File: config.mk
export PLATFORM = sky130hd
export DESIGN_NAME = smex_exec
export DESIGN_NICKNAME = d
export VERILOG_FILES = /design/src/common/smex_pkg.sv /design/src/hw/smex_stack_mem.sv /design/src/hw/smex_exec.sv
export SDC_FILE = /design/constraint.sdc
export NUM_CORES = 2
export LEC_CHECK = 0
export ABC_AREA = 1
export BUFFER_PORTS_ARGS = -buffer_cell sky130_fd_sc_hd__buf_2
export CAP_MARGIN = 20
export CORE_ASPECT_RATIO = 1.75
export CORE_MARGIN = 3
export CORE_UTILIZATION = 30
export DETAILED_ROUTE_END_ITERATION = 16
export GPL_ROUTABILITY_DRIVEN = 1
export PLACE_DENSITY = 0.45
export SLEW_MARGIN = 30
export SYNTH_ARGS = -nofsm -noshare
export SYNTH_HDL_FRONTEND = slang
export SYNTH_SLANG_ARGS = --single-unit
export TNS_END_PERCENT = 50
File: constraint.sdc
create_clock -name core_clk_i -period 13.45 [get_ports core_clk_i]
set_input_delay 0.6725 -clock core_clk_i [delete_from_list [all_inputs] [get_ports core_clk_i]]
set_output_delay 0.6725 -clock core_clk_i [all_outputs]
set_load 0.05 [all_outputs]
File: src/common/smex_pkg.sv
// shared types and constants of the shift / address / multiply-accumulate slice
// assumes: a 24-bit core, decoded instructions arriving from program control
package smex_pkg;

  // ****************************************************************
  // widths
  // ****************************************************************
  localparam int unsigned WORD_W   = 24;
  localparam int unsigned ACC_W    = 56;
  localparam int unsigned STACK_AW = 4;

  // ****************************************************************
  // register map, byte offsets
  // ****************************************************************
  localparam logic [7:0] OFF_CTRL    = 8'h00;
  localparam logic [7:0] OFF_STATUS  = 8'h04;
  localparam logic [7:0] OFF_ACCA_LO = 8'h08;
  localparam logic [7:0] OFF_ACCA_HI = 8'h0C;
  localparam logic [7:0] OFF_ACCB_LO = 8'h10;
  localparam logic [7:0] OFF_ACCB_HI = 8'h14;
  localparam logic [7:0] OFF_STACK   = 8'h18;

  // field positions
  localparam int unsigned CTRL_DP_BIT    = 0;
  localparam int unsigned ST_C_BIT       = 0;
  localparam int unsigned ST_V_BIT       = 1;
  localparam int unsigned ST_Z_BIT       = 2;
  localparam int unsigned ST_N_BIT       = 3;
  localparam int unsigned ST_RANGE_BIT   = 4;
  localparam int unsigned ST_ILLEGAL_BIT = 5;
  localparam int unsigned ST_SP_LSB      = 8;

  // reset values
  localparam logic        DP_RST  = 1'b0;
  localparam logic [55:0] ACC_RST = 56'h0;
  localparam logic [3:0]  SP_RST  = 4'h0;

  // ****************************************************************
  // operation constants
  // ****************************************************************
  localparam logic [4:0]  IMM_MAX_LEFT  = 5'h10;
  localparam logic [4:0]  IMM_MAX_RIGHT = 5'h17;
  localparam logic [23:0] CNT_CLAMP     = 24'h000020;
  localparam logic [2:0]  PAIR_X0Y1     = 3'h4;
  localparam logic [2:0]  PAIR_X1Y0     = 3'h6;
  localparam logic [2:0]  PAIR_Y1X1     = 3'h7;

  typedef enum logic [3:0] {
    SMEX_OP_NONE, SMEX_OP_JUMP_SUBROUTINE_IF_BIT_ONE, SMEX_OP_LRA, SMEX_OP_LSL, SMEX_OP_LSR,
    SMEX_OP_LUA, SMEX_OP_LUA_DISP, SMEX_OP_MAC, SMEX_OP_MAC_IMM
  } smex_op_e;

  typedef enum logic [1:0] {SMEX_CNT_ONE, SMEX_CNT_IMM, SMEX_CNT_REG} smex_cnt_e;

  typedef enum logic [1:0] {
    SMEX_EA_REG_IND, SMEX_EA_ABS_SHORT, SMEX_EA_IO_SHORT, SMEX_EA_REG
  } smex_ea_e;

  typedef enum logic [2:0] {
    SMEX_UPD_INC1, SMEX_UPD_DEC1, SMEX_UPD_INCN, SMEX_UPD_DECN, SMEX_UPD_OTHER
  } smex_upd_e;

  typedef struct packed {
    smex_op_e    op;
    logic        acc_sel;
    logic        minus;
    smex_cnt_e   cnt_src;
    logic [4:0]  imm_cnt;
    logic [23:0] reg_cnt;
    logic [23:0] src1;
    logic [23:0] src2;
    logic [2:0]  pair;
    logic [4:0]  mac_n;
    smex_ea_e    ea_kind;
    logic [4:0]  bit_num;
    logic [23:0] test_word;
    logic [23:0] pc;
    logic [23:0] sr;
    logic [23:0] target;
    logic [23:0] disp;
    logic        dest_ssh;
    logic [23:0] addr_reg;
    logic [23:0] offset_reg;
    smex_upd_e   upd_mode;
    logic [6:0]  short_disp;
  } smex_instr_s;

  typedef struct packed {
    logic        dest_wr;
    logic [23:0] dest_val;
    logic        pc_wr;
    logic [23:0] pc_val;
    logic        rn_wr;
    logic        illegal;
  } smex_result_s;

  typedef struct packed {
    logic n;
    logic z;
    logic v;
    logic c;
  } smex_ccr_s;

  typedef struct packed {
    logic        psel;
    logic        penable;
    logic        pwrite;
    logic [7:0]  paddr;
    logic [31:0] pwdata;
  } smex_apb_req_s;

endpackage

File: src/hw/smex_stack_mem.sv
// system stack store: two half-word lanes, registered read data
// assumes: one clock, synchronous active-low reset on the read register only
`timescale 1ns/1ps
`default_nettype none
module smex_stack_mem #(
  parameter int unsigned AW = 4,
  parameter int unsigned HW = 24
) (
  // clock and reset
  input  wire logic              core_clk_i,
  input  wire logic              rst_n_i,
  // write port
  input  wire logic              wr_hi_i,
  input  wire logic              wr_lo_i,
  input  wire logic [AW-1:0]     waddr_i,
  input  wire logic [2*HW-1:0]   wdata_i,
  // read port
  input  wire logic [AW-1:0]     raddr_i,
  output logic      [2*HW-1:0]   rdata_o
);

  logic [2*HW-1:0] mem [2**AW];

  always_ff @(posedge core_clk_i) begin
    if (wr_hi_i) begin
      mem[waddr_i][2*HW-1:HW] <= wdata_i[2*HW-1:HW];
    end
    if (wr_lo_i) begin
      mem[waddr_i][HW-1:0] <= wdata_i[HW-1:0];
    end
  end

  // unwritten slots would read unknown, so the read register is reset
  always_ff @(posedge core_clk_i) begin
    if (!rst_n_i) begin
      rdata_o <= '0;
    end else begin
      rdata_o <= mem[raddr_i];
    end
  end

endmodule
`default_nettype wire

File: src/hw/smex_exec.sv
// execution slice: bit-set subroutine jump, relative and updated address
// loads, logical shifts of the accumulator middle word, multiply-accumulate
// assumes: program control delivers one decoded instruction per valid cycle
// with operands already fetched; APB slave for control and observation
//
// Our own choices: the register addresses and the APB interface to the registers.
`timescale 1ns/1ps
`default_nettype none
module smex_exec #(
  parameter int unsigned STACK_AW = smex_pkg::STACK_AW
) (
  // clock and reset
  input  wire logic                   core_clk_i,
  input  wire logic                   rst_n_i,
  // decoded instruction
  input  wire logic                   instr_valid_i,
  input  wire smex_pkg::smex_instr_s  instr_i,
  // results
  output smex_pkg::smex_result_s      res_o,
  output logic                        res_valid_o,
  output smex_pkg::smex_ccr_s         ccr_o,
  output logic [55:0]                 acc_a_o,
  output logic [55:0]                 acc_b_o,
  output logic [STACK_AW-1:0]         sp_o,
  // apb slave
  input  wire smex_pkg::smex_apb_req_s apb_i,
  output logic [31:0]                 prdata_o,
  output logic                        pready_o,
  output logic                        pslverr_o
);

  // ****************************************************************
  // state
  // ****************************************************************
  logic [55:0]            acc_a_reg, acc_b_reg;
  logic [STACK_AW-1:0]    sp_reg;
  smex_pkg::smex_ccr_s    ccr_reg;
  smex_pkg::smex_result_s res_reg;
  logic                   res_valid_reg;
  logic                   dp_reg;
  logic                   range_err_reg;
  logic                   illegal_reg;
  logic [47:0]            stack_rdata;

  // ****************************************************************
  // decode
  // ****************************************************************
  wire smex_pkg::smex_op_e op = instr_valid_i ? instr_i.op : smex_pkg::SMEX_OP_NONE;
  wire jump_subroutine_if_bit_one_go = (op == smex_pkg::SMEX_OP_JUMP_SUBROUTINE_IF_BIT_ONE);
  wire lra_go   = (op == smex_pkg::SMEX_OP_LRA);
  wire lsl_go   = (op == smex_pkg::SMEX_OP_LSL);
  wire lsr_go   = (op == smex_pkg::SMEX_OP_LSR);
  wire sh_go    = lsl_go | lsr_go;
  wire lua_go   = (op == smex_pkg::SMEX_OP_LUA);
  wire luad_go  = (op == smex_pkg::SMEX_OP_LUA_DISP);
  wire mac_go   = (op == smex_pkg::SMEX_OP_MAC) | (op == smex_pkg::SMEX_OP_MAC_IMM);
  wire [55:0] acc_cur = instr_i.acc_sel ? acc_b_reg : acc_a_reg;
  wire [23:0] mid     = acc_cur[47:24];

  // ****************************************************************
  // bit-set subroutine jump
  // ****************************************************************
  // every ea kind delivers its operand the same way here
  wire        bit_hit  = (instr_i.bit_num < 5'd24) && instr_i.test_word[instr_i.bit_num];
  wire        push_go  = jump_subroutine_if_bit_one_go & bit_hit;
  wire [23:0] ret_addr = instr_i.pc + 24'h000001;

  // ****************************************************************
  // address loads
  // ****************************************************************
  wire [23:0] lra_sum  = instr_i.pc + instr_i.disp;
  wire        ssh_go   = lra_go & instr_i.dest_ssh;
  wire [23:0] disp_ext = {{17{instr_i.short_disp[6]}}, instr_i.short_disp};
  wire [23:0] luad_sum = instr_i.addr_reg + disp_ext;
  logic [23:0] lua_val;
  logic        lua_ok;
  always_comb begin
    lua_ok  = 1'b1;
    lua_val = instr_i.addr_reg;
    case (instr_i.upd_mode)
      smex_pkg::SMEX_UPD_INC1: lua_val = instr_i.addr_reg + 24'h000001;
      smex_pkg::SMEX_UPD_DEC1: lua_val = instr_i.addr_reg - 24'h000001;
      smex_pkg::SMEX_UPD_INCN: lua_val = instr_i.addr_reg + instr_i.offset_reg;
      smex_pkg::SMEX_UPD_DECN: lua_val = instr_i.addr_reg - instr_i.offset_reg;
      default:                 lua_ok  = 1'b0;
    endcase
  end

  // ****************************************************************
  // logical shifts
  // ****************************************************************
  // counts above 32 clamp: the result is undefined past 24 anyway
  wire [23:0] cnt_raw = (instr_i.cnt_src == smex_pkg::SMEX_CNT_ONE) ? 24'h000001 :
                        (instr_i.cnt_src == smex_pkg::SMEX_CNT_IMM) ?
                        {19'h0, instr_i.imm_cnt} : instr_i.reg_cnt;
  wire [5:0]  cnt     = (cnt_raw > smex_pkg::CNT_CLAMP) ? 6'h20 : cnt_raw[5:0];
  wire [56:0] lwide   = {33'h0, mid} << cnt;
  wire [56:0] rwide   = {mid, 33'h0} >> cnt;
  wire [23:0] sh_res  = lsl_go ? lwide[23:0] : rwide[56:33];
  // right carry is taken just below bit 24
  wire        sh_last = lsl_go ? lwide[24] : rwide[32];
  wire        sh_c    = (cnt == 6'h00) ? 1'b0 : sh_last;
  wire [55:0] sh_acc  = {acc_cur[55:48], sh_res, acc_cur[23:0]};
  // immediate beyond its documented range still executes, flagged only
  wire        imm_out = (instr_i.cnt_src == smex_pkg::SMEX_CNT_IMM) &&
                        (instr_i.imm_cnt > (lsl_go ? smex_pkg::IMM_MAX_LEFT :
                                                     smex_pkg::IMM_MAX_RIGHT));

  // ****************************************************************
  // multiply-accumulate
  // ****************************************************************
  // in double precision mode the listed pairings take src1 unsigned
  wire        dp_pair = dp_reg && ((instr_i.pair == smex_pkg::PAIR_X0Y1) ||
                        (instr_i.pair == smex_pkg::PAIR_X1Y0) ||
                        (instr_i.pair == smex_pkg::PAIR_Y1X1));
  wire        s1_sign = dp_pair ? 1'b0 : instr_i.src1[23];
  wire signed [49:0] prod = $signed({s1_sign, instr_i.src1}) *
                            $signed({instr_i.src2[23], instr_i.src2});
  wire [55:0] term_mul = {{6{prod[49]}}, prod[48:0], 1'b0};
  wire [55:0] term_imm = 56'($signed({{8{instr_i.src1[23]}}, instr_i.src1, 24'h0})
                         >>> instr_i.mac_n);
  wire [55:0] term     = (op == smex_pkg::SMEX_OP_MAC_IMM) ? term_imm : term_mul;
  wire [55:0] addend   = instr_i.minus ? (56'h0 - term) : term;
  wire [55:0] mac_acc  = acc_cur + addend;

  // ****************************************************************
  // apb decode
  // ****************************************************************
  wire apb_acc   = apb_i.psel & apb_i.penable;
  wire hit_ctrl  = (apb_i.paddr == smex_pkg::OFF_CTRL);
  wire hit_stat  = (apb_i.paddr == smex_pkg::OFF_STATUS);
  wire hit_alo   = (apb_i.paddr == smex_pkg::OFF_ACCA_LO);
  wire hit_ahi   = (apb_i.paddr == smex_pkg::OFF_ACCA_HI);
  wire hit_blo   = (apb_i.paddr == smex_pkg::OFF_ACCB_LO);
  wire hit_bhi   = (apb_i.paddr == smex_pkg::OFF_ACCB_HI);
  wire hit_stk   = (apb_i.paddr == smex_pkg::OFF_STACK);
  wire hit_any   = hit_ctrl | hit_stat | hit_alo | hit_ahi | hit_blo | hit_bhi | hit_stk;
  wire apb_wr    = apb_acc & apb_i.pwrite;
  wire [31:0] status_word = {16'h0, 8'(sp_reg), 2'b00, illegal_reg, range_err_reg,
                             ccr_reg.n, ccr_reg.z, ccr_reg.v, ccr_reg.c};
  assign pready_o  = 1'b1;
  assign pslverr_o = apb_acc & ~hit_any;
  assign prdata_o  = hit_ctrl ? {31'h0, dp_reg} :
                     hit_stat ? status_word :
                     hit_alo  ? acc_a_reg[31:0] :
                     hit_ahi  ? {8'h0, acc_a_reg[55:32]} :
                     hit_blo  ? acc_b_reg[31:0] :
                     hit_bhi  ? {8'h0, acc_b_reg[55:32]} :
                     hit_stk  ? {8'h0, stack_rdata[47:24]} : 32'h0;

  // ****************************************************************
  // next state
  // ****************************************************************
  wire        acc_wr   = sh_go | mac_go;
  wire [55:0] acc_new  = sh_go ? sh_acc : mac_acc;
  wire        wr_a_ins = acc_wr & ~instr_i.acc_sel;
  wire        wr_b_ins = acc_wr & instr_i.acc_sel;
  // an instruction write wins over a software write in the same cycle
  wire [55:0] acc_a_sw = hit_alo ? {acc_a_reg[55:32], apb_i.pwdata} :
                         {apb_i.pwdata[23:0], acc_a_reg[31:0]};
  wire [55:0] acc_b_sw = hit_blo ? {acc_b_reg[55:32], apb_i.pwdata} :
                         {apb_i.pwdata[23:0], acc_b_reg[31:0]};
  wire [55:0] acc_a_next = wr_a_ins ? acc_new :
                           (apb_wr & (hit_alo | hit_ahi)) ? acc_a_sw : acc_a_reg;
  wire [55:0] acc_b_next = wr_b_ins ? acc_new :
                           (apb_wr & (hit_blo | hit_bhi)) ? acc_b_sw : acc_b_reg;
  wire [STACK_AW-1:0] sp_next = (push_go | ssh_go) ? sp_reg + 1'b1 : sp_reg;
  wire smex_pkg::smex_ccr_s ccr_next = sh_go ?
         '{n: sh_res[23], z: (sh_res == 24'h0), v: 1'b0, c: sh_c} : ccr_reg;

  smex_pkg::smex_result_s res_next;
  always_comb begin
    res_next = '0;
    res_next.rn_wr = 1'b0;
    if (jump_subroutine_if_bit_one_go) begin
      res_next.pc_wr  = 1'b1;
      res_next.pc_val = push_go ? instr_i.target : ret_addr;
    end
    if (lra_go) begin
      res_next.dest_wr  = ~instr_i.dest_ssh;
      res_next.dest_val = lra_sum;
    end
    if (lua_go) begin
      res_next.dest_wr  = lua_ok;
      res_next.dest_val = lua_val;
      res_next.illegal  = ~lua_ok;
    end
    if (luad_go) begin
      res_next.dest_wr  = 1'b1;
      res_next.dest_val = luad_sum;
    end
  end

  // ****************************************************************
  // system stack
  // ****************************************************************
  smex_stack_mem #(.AW(STACK_AW), .HW(24)) u_stack (
    .core_clk_i (core_clk_i),
    .rst_n_i    (rst_n_i),
    .wr_hi_i    (push_go | ssh_go),
    .wr_lo_i    (push_go),
    .waddr_i    (sp_next),
    .wdata_i    (push_go ? {ret_addr, instr_i.sr} : {lra_sum, 24'h0}),
    .raddr_i    (sp_reg),
    .rdata_o    (stack_rdata)
  );

  // ****************************************************************
  // registers
  // ****************************************************************
  always_ff @(posedge core_clk_i) begin
    if (!rst_n_i) begin
      acc_a_reg <= smex_pkg::ACC_RST;
      acc_b_reg <= smex_pkg::ACC_RST;
      sp_reg    <= smex_pkg::SP_RST;
      ccr_reg   <= '0;
    end else begin
      acc_a_reg <= acc_a_next;
      acc_b_reg <= acc_b_next;
      sp_reg    <= sp_next;
      ccr_reg   <= ccr_next;
    end
  end

  // sticky flags: a new event wins over a software clear
  always_ff @(posedge core_clk_i) begin
    if (!rst_n_i) begin
      res_reg       <= '0;
      res_valid_reg <= 1'b0;
      dp_reg        <= smex_pkg::DP_RST;
      range_err_reg <= 1'b0;
      illegal_reg   <= 1'b0;
    end else begin
      res_reg       <= res_next;
      res_valid_reg <= instr_valid_i;
      if (apb_wr & hit_ctrl) begin
        dp_reg <= apb_i.pwdata[smex_pkg::CTRL_DP_BIT];
      end
      range_err_reg <= (sh_go & imm_out) |
                       (range_err_reg & ~(apb_wr & hit_stat & apb_i.pwdata[smex_pkg::ST_RANGE_BIT]));
      illegal_reg   <= res_next.illegal |
                       (illegal_reg & ~(apb_wr & hit_stat & apb_i.pwdata[smex_pkg::ST_ILLEGAL_BIT]));
    end
  end

  assign res_o       = res_reg;
  assign res_valid_o = res_valid_reg;
  assign ccr_o       = ccr_reg;
  assign acc_a_o     = acc_a_reg;
  assign acc_b_o     = acc_b_reg;
  assign sp_o        = sp_reg;

  // ****************************************************************
  // checks
  // ****************************************************************
  // accumulator picked by the previous instruction, for flag checks
  logic        ccr_sel_q;
  logic [23:0] sh_acc_q;
  assign sh_acc_q = ccr_sel_q ? acc_b_reg[47:24] : acc_a_reg[47:24];
  always_ff @(posedge core_clk_i) begin
    ccr_sel_q <= instr_i.acc_sel;
  end
endmodule
`default_nettype wire

==> out/qor.csv <==
metric;value;unit
drv_cap;0;
fmax;0.08608;GHz
regToRegSetupSlack;1.83;ns
clk_pin_slew;0.08;ns
routed_wl;277800;µm
cts_buffers;51;
min_period;11.62;ns
cts.htree.levels;2;
regArea;0.01551;mm²
crit_path_end_kind;flop;
cts_resized;0;
avgSynthCellArea;7.359;µm²
synth-async-reset-ratio;0;
path_class;reg2reg;
route.detailed.drc;0;
fillCellCount;22647;
drt_iter0_drc;4354;
slowest_stage;dfxtp_1;
cpPeakStageDelay;0.57;ns
start_util;0.3023;
seq_area_frac_synth;0.2451;
yosysUniqueCellTypes;74;
synth_flop_cell;edfxtp_1;
root_buffer;clkbuf_16;
cts_tree;built;
grt-ovfl-total;0;
worst-path-buf-inv;10;
place_area;0.06869;mm²
routabilityCongestion;0.9627;
status;finished, final reports clean;
nets;10041;
cp_data_required_time;14.03;ns
ioPinCount;532;
cp_max_fo;12;
ys_top_cells_by_count;nand2_1 (2,112), inv_1 (1,490), nor2_1 (648);
largest_reg_flops;384;
yosysTopAreaCell;fa_1;
cp.arrival;12.20;ns
antenna_found_initial;36;
grt_pass1_wl;404200;µm
syn_area;0.06322;mm²
wire_per_inst;23.78;µm
netlist_top_cells_area;fa_1 (20%), edfxtp_1 (18%), nand2_1 (13%);
slew_headroom;0.2489;
startpoint_type;flop;
top_register;u_stack.mem;
layout-drive-gt1-share;0.09394;
hpwl;219500;µm
hold_violations;0;
clock_sinks;582;
ys_seq_elements;582;
fp.dieW;353.0;µm
dieArea;0.2165;mm²
design_area;0.07059;mm²
ant_nets;0;
maxSlewViolCount;0;
finalSetupViolCount;0;
yosysWarningCount;0;
cts_max_path_buffers;3;
grt_max_degree;88;
multiInputGateArea;0.04053;mm²
grt_setup_unrepaired;false;
fin_hold_ws;0.2510;ns
firstDrtPassIters;6;
cts_setup_buffers;0;
hp-class;in2reg;
tightest_slew;1.115;ns
area_growth;11.66;%
vias_per_cell;5.128;
grt.total_usage;0.2509;
synth_cells;8592;
die_h;613.3;µm
skew;0.05566;ns
clock_latency;0.68;ns
synth_edf_count;384;
crit_family;adder cells;
period_share;0.8637;
port-buffer-count;502;
dp.cells;11572;
vias;59903;
grt_pass1_vias;61709;
core_area;0.2092;mm²
hold_buffers;0;
rows;222;
tns;0;ns
synth_top_area_frac;0.1976;
post_layout_nonfiller_instances;11681;
yosysMostFrequentCell;nand2_1;
==> metrics by stage <==
step / setup WS (ns) / utilization
after CTS: 1.725 / 0.3373
after global placement: 1.468 / 0.3271
final: 1.833 / 0.3375
after floorplan: 3.430 / -
after detailed placement: 1.453 / 0.3284
after global routing: 1.059 / 0.3374
==> routing by layer <==
layer  up-vias  part of all wire  global-route usage
met5         -           0.00033                   0
met3       603             0.049             0.02779
met2      2069              0.53              0.4805
li1      27845                 -                   -
met1     29372              0.36              0.2711
met4        14             0.060              0.1254
==> placed cells by master (no fill, tap or decap), drive strengths merged, types with 9 or more instances in the layout <==
| master | count |
|---|---|
| nand2 | 2119 |
| inv | 1518 |
| nor2 | 658 |
| fa | 624 |
| nand3 | 604 |
| buf | 601 |
| o21ai | 577 |
| a21oi | 529 |
| edfxtp | 384 |
| ha | 267 |
| dfxtp | 198 |
| xor2 | 104 |
| xnor2 | 79 |
| o221ai | 78 |
| clkbuf | 68 |
| o211ai | 51 |
| nor3 | 51 |
| nand4 | 45 |
| a221oi | 42 |
| or2 | 36 |
| a31oi | 34 |
| o22ai | 32 |
| a211oi | 17 |
| o21a | 15 |
| clkinv | 15 |
| diode | 14 |
| o2111ai | 12 |
| nor4 | 12 |
| o21bai | 11 |
| a21o | 9 |
==> tightest hold or removal path: cells and delay by family <==
kind            cells  cell delay (ns)
buf+inv             1             0.08
compound gates      1             0.07
simple gates        1             0.08
==> final timing paths <==
path                                     to         from  depth (start not counted)
worst max-delay path            acc_a_o[48]       dp_reg                         49
worst min-delay path               res_o[4]  instr_i[85]                          3
worst max register to register  acc_a_o[48]       dp_reg                         49
worst min register to register  illegal_reg  illegal_reg                          2
==> area by class of cell <==
class / instances / share of cell area
antenna: 14 / 0.0004963
timing repair buffer: 601 / 0.04863
clock buffer: 68 / 0.02026
sequential: 582 / 0.2197
inverter: 1519 / 0.08094
tap: 2800 / 0.04963
clock inverter: 27 / 0.006203
multi-input combinational: 6070 / 0.5742
==> logic make-up (layout without fill, tap and decap cells) <==
| kind of cell | count (synthesis) | count (layout) | synth area share |
|---|---|---|---|
| simple gates | 3545 | 3545 | 0.2306 |
| buf+inv | 1941 | 2215 | 0.1174 |
| compound gates | 1441 | 1441 | 0.1299 |
| fa+ha+maj | 891 | 891 | 0.2504 |
| flops | 582 | 582 | 0.2451 |
| xor+xnor | 183 | 183 | 0.02535 |
| mux | 7 | 7 | 0.001108 |
| other cells | 2 | 17 | 0.0001188 |
Power is not shown: default switching activity piles up to over one toggle a cycle in this logic, so the estimate is an artifact.
